--- src/rtl/osd_channel_distribution_params.svh ---
// Constants for the on-screen character channel distribution block.
// Assumes inclusion by the package and the design file.
`ifndef OSD_CHANNEL_DISTRIBUTION_PARAMS_SVH
`define OSD_CHANNEL_DISTRIBUTION_PARAMS_SVH
`define OPC_HEADER        8'h9C
`define OPC_SEC_BIT       7
`define OPC_PRI_BIT       6
`define OPC_ROW_MSB       3
`define OPC_WORD_BITS     16
`define ROW_COUNT         12
`define COL_COUNT         24
`define COL_HALF          12
`define OPT_MSB_FIRST_BIT 6
`define OPT_THREE_LINE_BIT 5
`define OPT_THREE_CH_BIT  4
`define OPT_FMT_HI_BIT    3
`define OPT_FMT_LO_BIT    2
`define OPT_CLK_HI_BIT    1
`define OPT_CLK_LO_BIT    0
`define OPT_DEFAULT       8'h6A
`define FMT_A             2'h2
`define FMT_B             2'h0
`define FMT_C             2'h3
`define CLK_LC            2'h2
`define CLK_EXT           2'h1
`define ADDR_OPTION       32'h00000000
`define ADDR_ROWBITS      32'h00000004
`define ADDR_CHCTRL       32'h00000008
`define ADDR_LASTCMD      32'h0000000C
`endif

--- src/rtl/osd_channel_distribution_pkg.sv ---
// Types for the on-screen character channel distribution block.
// Assumes the params header sits beside it.
`include "osd_channel_distribution_params.svh"
package osd_channel_distribution_pkg;
	typedef enum logic [1:0] {FMT_OPT_A, FMT_OPT_B, FMT_OPT_C, FMT_BAD} dist_fmt_e;
	typedef enum {RX_IDLE, RX_SHIFT} rx_state_e;
endpackage

--- src/rtl/osd_channel_distribution.sv ---
// Channel distribution of character and blanking signals to RGB, primary and secondary.
// Assumes serial pins and video inputs synchronous to clk; AHB-Lite slave for registers.
//
// The implementer's own choices: the AHB-Lite interface to the registers and the address map.
`timescale 1ns/100ps
`include "osd_channel_distribution_params.svh"
module osd_channel_distribution
	import osd_channel_distribution_pkg::*;
#(
	parameter logic [7:0] OPTION_WORD = `OPT_DEFAULT,
	parameter int         ROWS        = `ROW_COUNT,
	parameter int         COLS        = `COL_COUNT
) (
	input  wire logic        clk,
	input  wire logic        rst_b,
	input  wire logic        clkEn,
	input  wire logic        serClk,
	input  wire logic        serCs_b,
	input  wire logic        serData,
	input  wire logic [3:0]  rowIdx,
	input  wire logic [4:0]  colIdx,
	input  wire logic        redChar,
	input  wire logic        greenChar,
	input  wire logic        blueChar,
	input  wire logic        redBlank,
	input  wire logic        greenBlank,
	input  wire logic        blueBlank,
	input  wire logic        secondaryFlag,
	input  wire logic        backgroundEn,
	input  wire logic        background,
	input  wire logic        hsel,
	input  wire logic [31:0] haddr,
	input  wire logic [1:0]  htrans,
	input  wire logic        hwrite,
	input  wire logic [2:0]  hsize,
	input  wire logic [31:0] hwdata,
	input  wire logic        hready,
	output logic      [31:0] hrdata,
	output logic             hreadyout,
	output logic             hresp,
	output logic             red_char_out,
	output logic             green_char_out,
	output logic             blue_char_out,
	output logic             rgbBlankOut,
	output logic             primary_char_out,
	output logic             primary_blank_out,
	output logic             secondary_char_out,
	output logic             secondary_blank_out,
	output logic             msbFirst,
	output logic             threeLineUnit,
	output logic             lcOscSelect
);
	initial begin
		if (ROWS != `ROW_COUNT || COLS != `COL_COUNT)
			$error("osd_channel_distribution: rows must be 12 and columns 24");
		if (OPTION_WORD[7] != 1'b0)
			$error("osd_channel_distribution: option bit 7 must be zero");
		if (OPTION_WORD[`OPT_CLK_HI_BIT] == OPTION_WORD[`OPT_CLK_LO_BIT])
			$error("osd_channel_distribution: dot clock bits must differ");
		if (!OPTION_WORD[`OPT_THREE_CH_BIT]
				&& OPTION_WORD[`OPT_FMT_HI_BIT:`OPT_FMT_LO_BIT] != `FMT_A)
			$error("osd_channel_distribution: per-colour set needs option A");
		if (OPTION_WORD[`OPT_THREE_CH_BIT]
				&& OPTION_WORD[`OPT_FMT_HI_BIT:`OPT_FMT_LO_BIT] == 2'h1)
			$error("osd_channel_distribution: format bits 0,1 select no option");
	end

	function automatic dist_fmt_e decodeFmt(input logic [7:0] w);
		if (!w[`OPT_THREE_CH_BIT])
			return FMT_OPT_A;
		case (w[`OPT_FMT_HI_BIT:`OPT_FMT_LO_BIT])
			`FMT_A: return FMT_OPT_A;
			`FMT_B: return FMT_OPT_B;
			`FMT_C: return FMT_OPT_C;
			default: return FMT_BAD;
		endcase
	endfunction

	localparam logic      THREE_CH = OPTION_WORD[`OPT_THREE_CH_BIT];
	localparam dist_fmt_e FMT      = decodeFmt(OPTION_WORD);
	localparam logic [3:0] ROWBITS_IDX = 4'(`ADDR_ROWBITS >> 2);
	localparam logic [3:0] CHCTRL_IDX  = 4'(`ADDR_CHCTRL >> 2);

	// Configuration pins are constant levels of the option word
	always_comb begin
		msbFirst      = OPTION_WORD[`OPT_MSB_FIRST_BIT];
		threeLineUnit = OPTION_WORD[`OPT_THREE_LINE_BIT];
		lcOscSelect   = (OPTION_WORD[`OPT_CLK_HI_BIT:`OPT_CLK_LO_BIT] == `CLK_LC);
	end

	// Serial receiver
	logic [15:0] shift_r;
	logic [4:0]  bitCnt_r;
	logic        serClkPrev_r;
	logic [15:0] lastCmd_r;
	logic        cmdStrobe;
	logic [15:0] cmdWord;
	logic        serRise;

	// Transfer clock is a level sampled by clk, so a rise acts on the first clk edge that samples it high
	assign serRise = serClk && !serClkPrev_r;

	always_ff @(posedge clk or negedge rst_b) begin
		if (!rst_b) begin
			serClkPrev_r <= 1'b0;
		end else if (clkEn) begin
			serClkPrev_r <= serClk;
		end
	end

	// Strobe on the sixteenth bit only when header and zero bits match
	always_comb begin
		if (msbFirst)
			cmdWord = {shift_r[14:0], serData};
		else
			cmdWord = {serData, shift_r[15:1]};
		cmdStrobe = clkEn && !serCs_b && serRise
			&& bitCnt_r == 5'(`OPC_WORD_BITS - 1)
			&& cmdWord[15:8] == `OPC_HEADER
			&& cmdWord[5:4] == 2'h0;
	end

	// Counter restarts whenever select goes high, so a cut frame is dropped
	always_ff @(posedge clk or negedge rst_b) begin
		if (!rst_b)
			bitCnt_r <= 5'h00;
		else if (clkEn && serCs_b)
			bitCnt_r <= 5'h00;
		else if (clkEn && serRise && bitCnt_r == 5'(`OPC_WORD_BITS - 1))
			bitCnt_r <= 5'h00;
		else if (clkEn && serRise)
			bitCnt_r <= bitCnt_r + 5'h01;
	end

	always_ff @(posedge clk or negedge rst_b) begin
		if (!rst_b)
			shift_r <= 16'h0000;
		else if (clkEn && !serCs_b && serRise)
			shift_r <= cmdWord;
	end

	// Last accepted word, kept for software to read back
	always_ff @(posedge clk or negedge rst_b) begin
		if (!rst_b)
			lastCmd_r <= 16'h0000;
		else if (clkEn && cmdStrobe)
			lastCmd_r <= cmdWord;
	end

	// Per-row channel bits
	logic [`ROW_COUNT-1:0] rowPri_r;
	logic [`ROW_COUNT-1:0] rowSec_r;
	logic [`ROW_COUNT-1:0] busRowWr;
	logic [31:0]           busWData;

	// A serial command wins over a bus write to the row bits in the same cycle
	genvar g;
	generate
		for (g = 0; g < `ROW_COUNT; g++) begin : rowBits
			always_ff @(posedge clk or negedge rst_b) begin
				if (!rst_b) begin
					rowPri_r[g] <= 1'b0;
					rowSec_r[g] <= 1'b0;
				end else if (clkEn) begin
					if (cmdStrobe && cmdWord[`OPC_ROW_MSB:0] == 4'(g)) begin
						rowPri_r[g] <= cmdWord[`OPC_PRI_BIT];
						rowSec_r[g] <= cmdWord[`OPC_SEC_BIT];
					end else if (busRowWr[g]) begin
						rowPri_r[g] <= busWData[g];
						rowSec_r[g] <= busWData[g + 16];
					end
				end
			end
		end
	endgenerate

	// Per-channel display and background enables
	logic [5:0] chCtrl_r;

	// AHB-Lite slave, zero wait states
	logic        wrPend_r;
	logic [3:0]  wrIdx_r;
	logic [31:0] rdData_r;
	logic        accept;

	assign accept    = hsel && hready && htrans[1];
	assign hreadyout = 1'b1;
	assign hresp     = 1'b0;
	assign hrdata    = rdData_r;
	assign busWData  = hwdata;

	// Unmapped offsets read zero
	function automatic logic [31:0] readMux(input logic [31:0] a);
		case (a)
			`ADDR_OPTION:  return {24'h000000, OPTION_WORD};
			`ADDR_ROWBITS: return {4'h0, rowSec_r, 4'h0, rowPri_r};
			`ADDR_CHCTRL:  return {26'h0000000, chCtrl_r};
			`ADDR_LASTCMD: return {16'h0000, lastCmd_r};
			default:       return 32'h00000000;
		endcase
	endfunction

	// Address phase is registered; the write lands in the data phase
	always_ff @(posedge clk or negedge rst_b) begin
		if (!rst_b) begin
			wrPend_r <= 1'b0;
			wrIdx_r  <= 4'h0;
		end else if (clkEn) begin
			wrPend_r <= accept && hwrite && haddr[31:4] == 28'h0000000;
			wrIdx_r  <= haddr[5:2];
		end
	end

	always_ff @(posedge clk or negedge rst_b) begin
		if (!rst_b)
			rdData_r <= 32'h00000000;
		else if (clkEn && accept && !hwrite)
			rdData_r <= readMux(haddr);
	end

	always_comb begin
		busRowWr = {`ROW_COUNT{1'b0}};
		if (wrPend_r && wrIdx_r == ROWBITS_IDX && !cmdStrobe)
			busRowWr = {`ROW_COUNT{1'b1}};
	end

	always_ff @(posedge clk or negedge rst_b) begin
		if (!rst_b)
			chCtrl_r <= 6'h3F;
		else if (clkEn && wrPend_r && wrIdx_r == CHCTRL_IDX)
			chCtrl_r <= hwdata[5:0];
	end

	// Distribution
	logic rowOk;
	logic pri;
	logic sec;
	logic leftHalf;
	logic toPri;
	logic toSec;
	logic priChar;
	logic secChar;
	logic priBg;
	logic secBg;
	logic rgbShow;
	logic priShow;
	logic secShow;
	logic anyChar;
	logic anyBlank;
	logic priBlank;
	logic secBlank;
	logic rgbBgOn;
	logic priBgOn;
	logic secBgOn;
	logic bgArea;

	// Display and background enables only exist in the three-channel pin set
	always_comb begin
		rgbShow = THREE_CH ? chCtrl_r[0] : 1'b1;
		priShow = THREE_CH ? chCtrl_r[1] : 1'b1;
		secShow = THREE_CH ? chCtrl_r[2] : 1'b0;
		rgbBgOn = THREE_CH ? chCtrl_r[3] : 1'b0;
		priBgOn = THREE_CH ? chCtrl_r[4] : 1'b1;
		secBgOn = THREE_CH ? chCtrl_r[5] : 1'b0;
	end

	always_comb begin
		rowOk    = rowIdx < 4'(`ROW_COUNT);
		pri      = rowOk && rowPri_r[rowIdx];
		sec      = rowOk && rowSec_r[rowIdx];
		leftHalf = colIdx < 5'(`COL_HALF);
		anyChar  = redChar | greenChar | blueChar;
		anyBlank = redBlank | greenBlank | blueBlank;
		bgArea   = backgroundEn && background;
		// Route the current position to primary, secondary, both or neither
		case (FMT)
			FMT_OPT_A: begin
				toPri = !pri;
				toSec = pri;
			end
			FMT_OPT_B: begin
				toPri = 1'b1;
				toSec = pri;
			end
			// Option C splits a row into column halves when only one of its two bits is set
			FMT_OPT_C: begin
				case ({sec, pri})
					2'b00: begin toPri = 1'b1; toSec = 1'b0; end
					2'b01: begin toPri = leftHalf; toSec = !leftHalf; end
					2'b10: begin toPri = !leftHalf; toSec = leftHalf; end
					default: begin toPri = 1'b0; toSec = 1'b1; end
				endcase
			end
			default: begin
				toPri = 1'b0;
				toSec = 1'b0;
			end
		endcase
		priChar  = toPri && !secondaryFlag && anyChar && priShow;
		secChar  = toSec && secondaryFlag && secShow;
		priBlank = toPri && !secondaryFlag && priShow && anyBlank;
		secBlank = secChar && anyBlank;
		priBg    = bgArea && !secondaryFlag && priBgOn;
		secBg    = bgArea && secondaryFlag && secBgOn && toSec;
	end

	// Colour channel: flagged characters never reach the viewfinder colours
	always_ff @(posedge clk or negedge rst_b) begin
		if (!rst_b) begin
			red_char_out   <= 1'b0;
			green_char_out <= 1'b0;
			blue_char_out  <= 1'b0;
		end else if (clkEn) begin
			red_char_out   <= redChar && !secondaryFlag && rgbShow;
			green_char_out <= greenChar && !secondaryFlag && rgbShow;
			blue_char_out  <= blueChar && !secondaryFlag && rgbShow;
		end
	end

	always_ff @(posedge clk or negedge rst_b) begin
		if (!rst_b) begin
			primary_char_out  <= 1'b0;
			primary_blank_out <= 1'b0;
		end else if (clkEn) begin
			primary_char_out  <= priChar;
			primary_blank_out <= priBlank || priBg;
		end
	end

	// Common blanking, or blue blanking in the per-colour pin set
	always_ff @(posedge clk or negedge rst_b) begin
		if (!rst_b)
			rgbBlankOut <= 1'b0;
		else if (clkEn && THREE_CH)
			rgbBlankOut <= !secondaryFlag && rgbShow && (anyBlank || (bgArea && rgbBgOn));
		else if (clkEn)
			rgbBlankOut <= blueBlank && !secondaryFlag;
	end

	// Secondary pair, or green and red blanking in the per-colour pin set
	always_ff @(posedge clk or negedge rst_b) begin
		if (!rst_b) begin
			secondary_char_out  <= 1'b0;
			secondary_blank_out <= 1'b0;
		end else if (clkEn && THREE_CH) begin
			secondary_char_out  <= secChar;
			secondary_blank_out <= secBlank || secBg;
		end else if (clkEn) begin
			secondary_char_out  <= greenBlank && !secondaryFlag;
			secondary_blank_out <= redBlank && !secondaryFlag;
		end
	end
endmodule

--- config.mk ---
export PLATFORM = sky130hd
export DESIGN_NAME = osd_channel_distribution
export DESIGN_NICKNAME = d
export VERILOG_FILES = /design/src/rtl/osd_channel_distribution_pkg.sv /design/src/rtl/osd_channel_distribution.sv
export VERILOG_INCLUDE_DIRS = /design/src /design/src/rtl
export SDC_FILE = /design/constraint.sdc
export NUM_CORES = 1
export LEC_CHECK = 0
export BUFFER_PORTS_ARGS = -buffer_cell sky130_fd_sc_hd__buf_2
export CORE_ASPECT_RATIO = 0.7
export CORE_MARGIN = 3
export CORE_UTILIZATION = 53
export CTS_CLUSTER_SIZE = 28
export DETAILED_ROUTE_END_ITERATION = 10
export GPL_ROUTABILITY_DRIVEN = 0
export PLACE_DENSITY_LB_ADDON = 0.1
export SYNTH_ARGS = -nofsm -noshare
export SYNTH_HDL_FRONTEND = slang
export SYNTH_SLANG_ARGS = --single-unit
export TNS_END_PERCENT = 5
--- constraint.sdc ---
create_clock -name clk -period 2.51 [get_ports clk]
set_input_delay 0.1255 -clock clk [delete_from_list [all_inputs] [get_ports clk]]
set_output_delay 0.1255 -clock clk [all_outputs]
set_load 0.005 [all_outputs]
==> summary.md <==
| Metric | Value |
|---|---|
| Sequential-to-total area share from yosys stat | 52.5% |
| Max cap viols | 0 |
| Die area | 0.0110 mm^2 |
| Cts bufs inserted | 9 |
| Max IR drop VDD | 339 uV |
| Drt pass-1 iters | 4 |
| Vias in the first global route | 3650 |
| Sw Pwr | 903 uW |
| Placed cells | 620 |
| Tmin final | 2320 ps |
| Tcrit/Tclk final | around 93% |
| Clock root cell | clkbuf_16 |
| Fin. max-slew vios | 0 |
| Initial Utilization | 55.8% |
| Core Area | 0.00925 mm^2 |
| Post-Route WL | 11.6 mm |
| Max Clk Rate | 430 MHz |
| Routed len/inst | about 18 um |
| Logic pwr share | 9.4% |
| Layout Skew | 6.65 ps |
| Largest family of logic cells by synthesized area | multiplexers |
| Net count, final | 605 |
| Worst Path Arrival | 2550 ps |
| #FFs+latches synth | roughly 110 |
| Measured slew at the worst slew-check pin | 667 ps |
| Setup Viol. Count Final | 0 |
| CTS max path bufs | 2 |
| Via density | 5.54 |
| Pwr Total | 3640 uW |
| Sw frac | 24.8% |
| Leak Pwr | 0.00316 uW |
| Final antenna-violating net count | 0 |
| Clock power frac | 39.0% |
| Pwr dens | 589 mW/mm^2 |
| Post-synthesis xor/xnor area fraction | less than 1% |
| Sink Count | approximately 110 |
| Area growth, synth to finish | 19.6% |
| Crit path launch type | flop |
| Hold WC Path Type | input pin to flop |
| Synth warn | 0 |
| Async set-reset flop share out of synthesis | 100% |
| Share of layout cells above drive strength 1 | between 40% and 50% |
| DR WL met2 | between 5 and 6 mm |
| EDFF count, synth | 0 |
| Die H | 88.6 um |
| Gr ovfl total | 0 |
| Clock slew at reported path FFs | approximately 70 ps |
| Most frequent cells in the layout | buf_2, dfrtp_1, mux2_2 |
| RSZ-0062 raised after global routing | false |
| Top_reg_cell synth | dfrtp_1 |
| Post-DP HPWL | 8.77 mm |
| Adder-Cell Fraction of Synth Area | 0.242% |
| Crit path capture type | flop |
| Post-CTS setup buffers | 0 |
| Antenna diodes | 0 |
| Worst Path Max Fanout | 12 |
| Starting DRT DRC Count | 161 |
| Unique cell type count in the Yosys netlist | 49 |
| Internal Power | 2740 uW |
| Sequential share of power | 51.6% |
| Top Layer Used | met4 |
| Post-synthesis mux area share | 20.2% |
| I/O pin cnt | approximately 140 |
| Pin count of the biggest net entering global routing | 51 |
| Headroom to the max-slew limit | a little under three fifths |
| Storage cell area | roughly 0.0027 mm^2 |
| Post-Synth Simple-Gate Area | a little under an eighth |
| Clk Latency, worst-skew pair | 350 ps |
| WL met3 | 728 um |
| IO buf count | 114 |
| Worst-path cell chain | ha_1 -> and4b_1 -> nand3_4 -> o21a_1 -> a21o_1 -> mux2_2 |
| Most common cell after layout, fill and taps aside | buf_2 |
| Setup TNS | 0 ps |
| Row count | 29 |
| Post-Syn Area | about 0.0052 mm^2 |
| CP Buf/Inv Count | 0 |
| Synth Instances | 392 |
| Family with the most delay on the worst path | compound AO/OA/AOI/OAI gates |
| First-pass GRT wire length | 18.8 mm |
| Post-Layout Cell Count | 637 |
| Chip width | 124 um |
| Max incr delay on CP | between 500 and 600 ps |
| WL met1 | 5.46 mm |
| CTS tree | yes |
| Max stage delay cell, worst path | o21a_1 |
| Via count | approximately 3500 |
| Synth Area in Compound Gates | 11.0% |
| DRC Markers | 0 |
| Critical Path RT | 2740 ps |
| Status | completed |
| Final Hold Fails | 0 |
| H-tree levels | 3 |
| Multi-input gate area | about 0.0023 mm^2 |
| Fillers | 730 |
| Syn_area_per_cell | 13.2 um^2 |
| GRT Overall Usage | 22.3% |
| Initial antenna violation count | 0 |
| Crit path kind | flop to flop |
sequential cells by signal (all words and copies together), names as in the netlist:
signal	count
green_char_out	1
wrPend_r	1
rowPri_r	12
secondary_blank_out	1
shift_r	15
wrIdx_r	4
rgbBlankOut	1
lastCmd_r	16
blue_char_out	1
serClkPrev_r	1
chCtrl_r	6
secondary_char_out	1
red_char_out	1
bitCnt_r	5
primary_char_out	1
hrdata	28
rowSec_r	12
primary_blank_out	1
per-stage QoR:
stage,area (um^2),util (%),setup slack [ps],hold slack (ps)
3_3_place_gp,5860,63.4,281,196
4_1_cts,6170,66.7,188,2.56
3_5_place_dp,5860,63.4,206,199
6_report,6170,66.7,186,15.6
5_1_grt,6170,66.7,33.9,7.36
2_1_floorplan,5190,-,448,-170
layer usage:
layer | up-vias | global-route usage [%]
met2 | 96 | 34.5
met3 | 16 | 5.30
li1 | 1675 | -
met1 | 1742 | 32.1
met5 | - | 0
met4 | 0 | 5.47
repair_timing:
action,CTS,global route
gates resized for setup,0,0
hold buffers,1,0
endpoints found under the hold margin,44,0
power by group through the flow:
stage	sequential (uW)	combinational (uW)	clock, uW
3_5_place_dp	1910	341	0
5_1_grt	1890	386	1520
3_3_place_gp	1910	333	0
6_report	1880	342	1420
4_1_cts	1880	344	1450
2_1_floorplan	1870	209	0
cells by family after synthesis:
logic type	Yosys count
muxes	90
and+or+nand+nor	88
DFF	108
adders and majority gates	1
buffers and inverters	32
AOI/OAI and AO/OA	70
other	2
xor gates and xnor gates	1
cells in the mapped netlist (2+ instances only):
cell type  instances  area share [%]
a32o_1             2            0.39
nor3_2             6             1.2
clkbuf_1           6            0.44
buf_6              3            0.65
nand3b_1           3            0.44
dfrtp_1          102              49
mux2_1            25             5.5
nand2_1           13            0.95
nor3_4             4             1.3
o21a_1             2            0.29
nor4_1             8            0.97
nand2b_1           2            0.24
nor4bb_1           2            0.39
inv_1              2            0.15
o31ai_1            2            0.29
or2_2              4            0.48
a221o_1            5            0.97
conb_1             2            0.15
a21o_1             2            0.29
a22o_1            32             5.4
nor2_1             8            0.58
buf_1              4            0.29
mux2i_1            4            0.78
a21oi_1            4            0.39
buf_2              4            0.39
and3_1             3            0.36
and4b_1            2            0.39
mux4_2             3             1.3
and2_1             5            0.61
dfstp_2            6             3.1
a21oi_2           10             1.7
buf_4             13             1.9
nor3_1             2            0.19
mux2_2            58              13
nand3_1            5            0.48
nand4b_1           2            0.34
nor2b_1           13             1.6
o21ai_0            8            0.78
path summary, 6_finish.rpt:
| check | slack, ps | endpoint | startpoint | cells past startpoint |
|---|---|---|---|---|
| max in group asynchronous | 1410 | chCtrl_r[4]$_DFFE_PN1P_ | rst_b | 3 |
| min reg2reg | 480 | hrdata[21]$_DFFE_PN0P_ | rowSec_r[5]$_DFFE_PN0P_ | 1 |
| min | 20 | blue_char_out$_DFFE_PN0P_ | blueChar | 2 |
| min in group asynchronous | 350 | hrdata[4]$_DFFE_PN0P_ | rst_b | 2 |
| max reg2reg | 190 | rowPri_r[7]$_DFFE_PN0P_ | bitCnt_r[0]$_DFFE_PN0P_ | 6 |
| max | 190 | rowPri_r[7]$_DFFE_PN0P_ | bitCnt_r[0]$_DFFE_PN0P_ | 6 |
area by class of cell:
class,instances,share of cell area [%]
clock inverters,6,1.13
well taps,124,2.51
clock buffers,10,3.71
repair buffers,128,11.4
multi-input cells,259,37.2
inverters,2,0.122
flip-flops and latches,108,43.9
No activity file was read; power rests on OpenSTA's default activity.
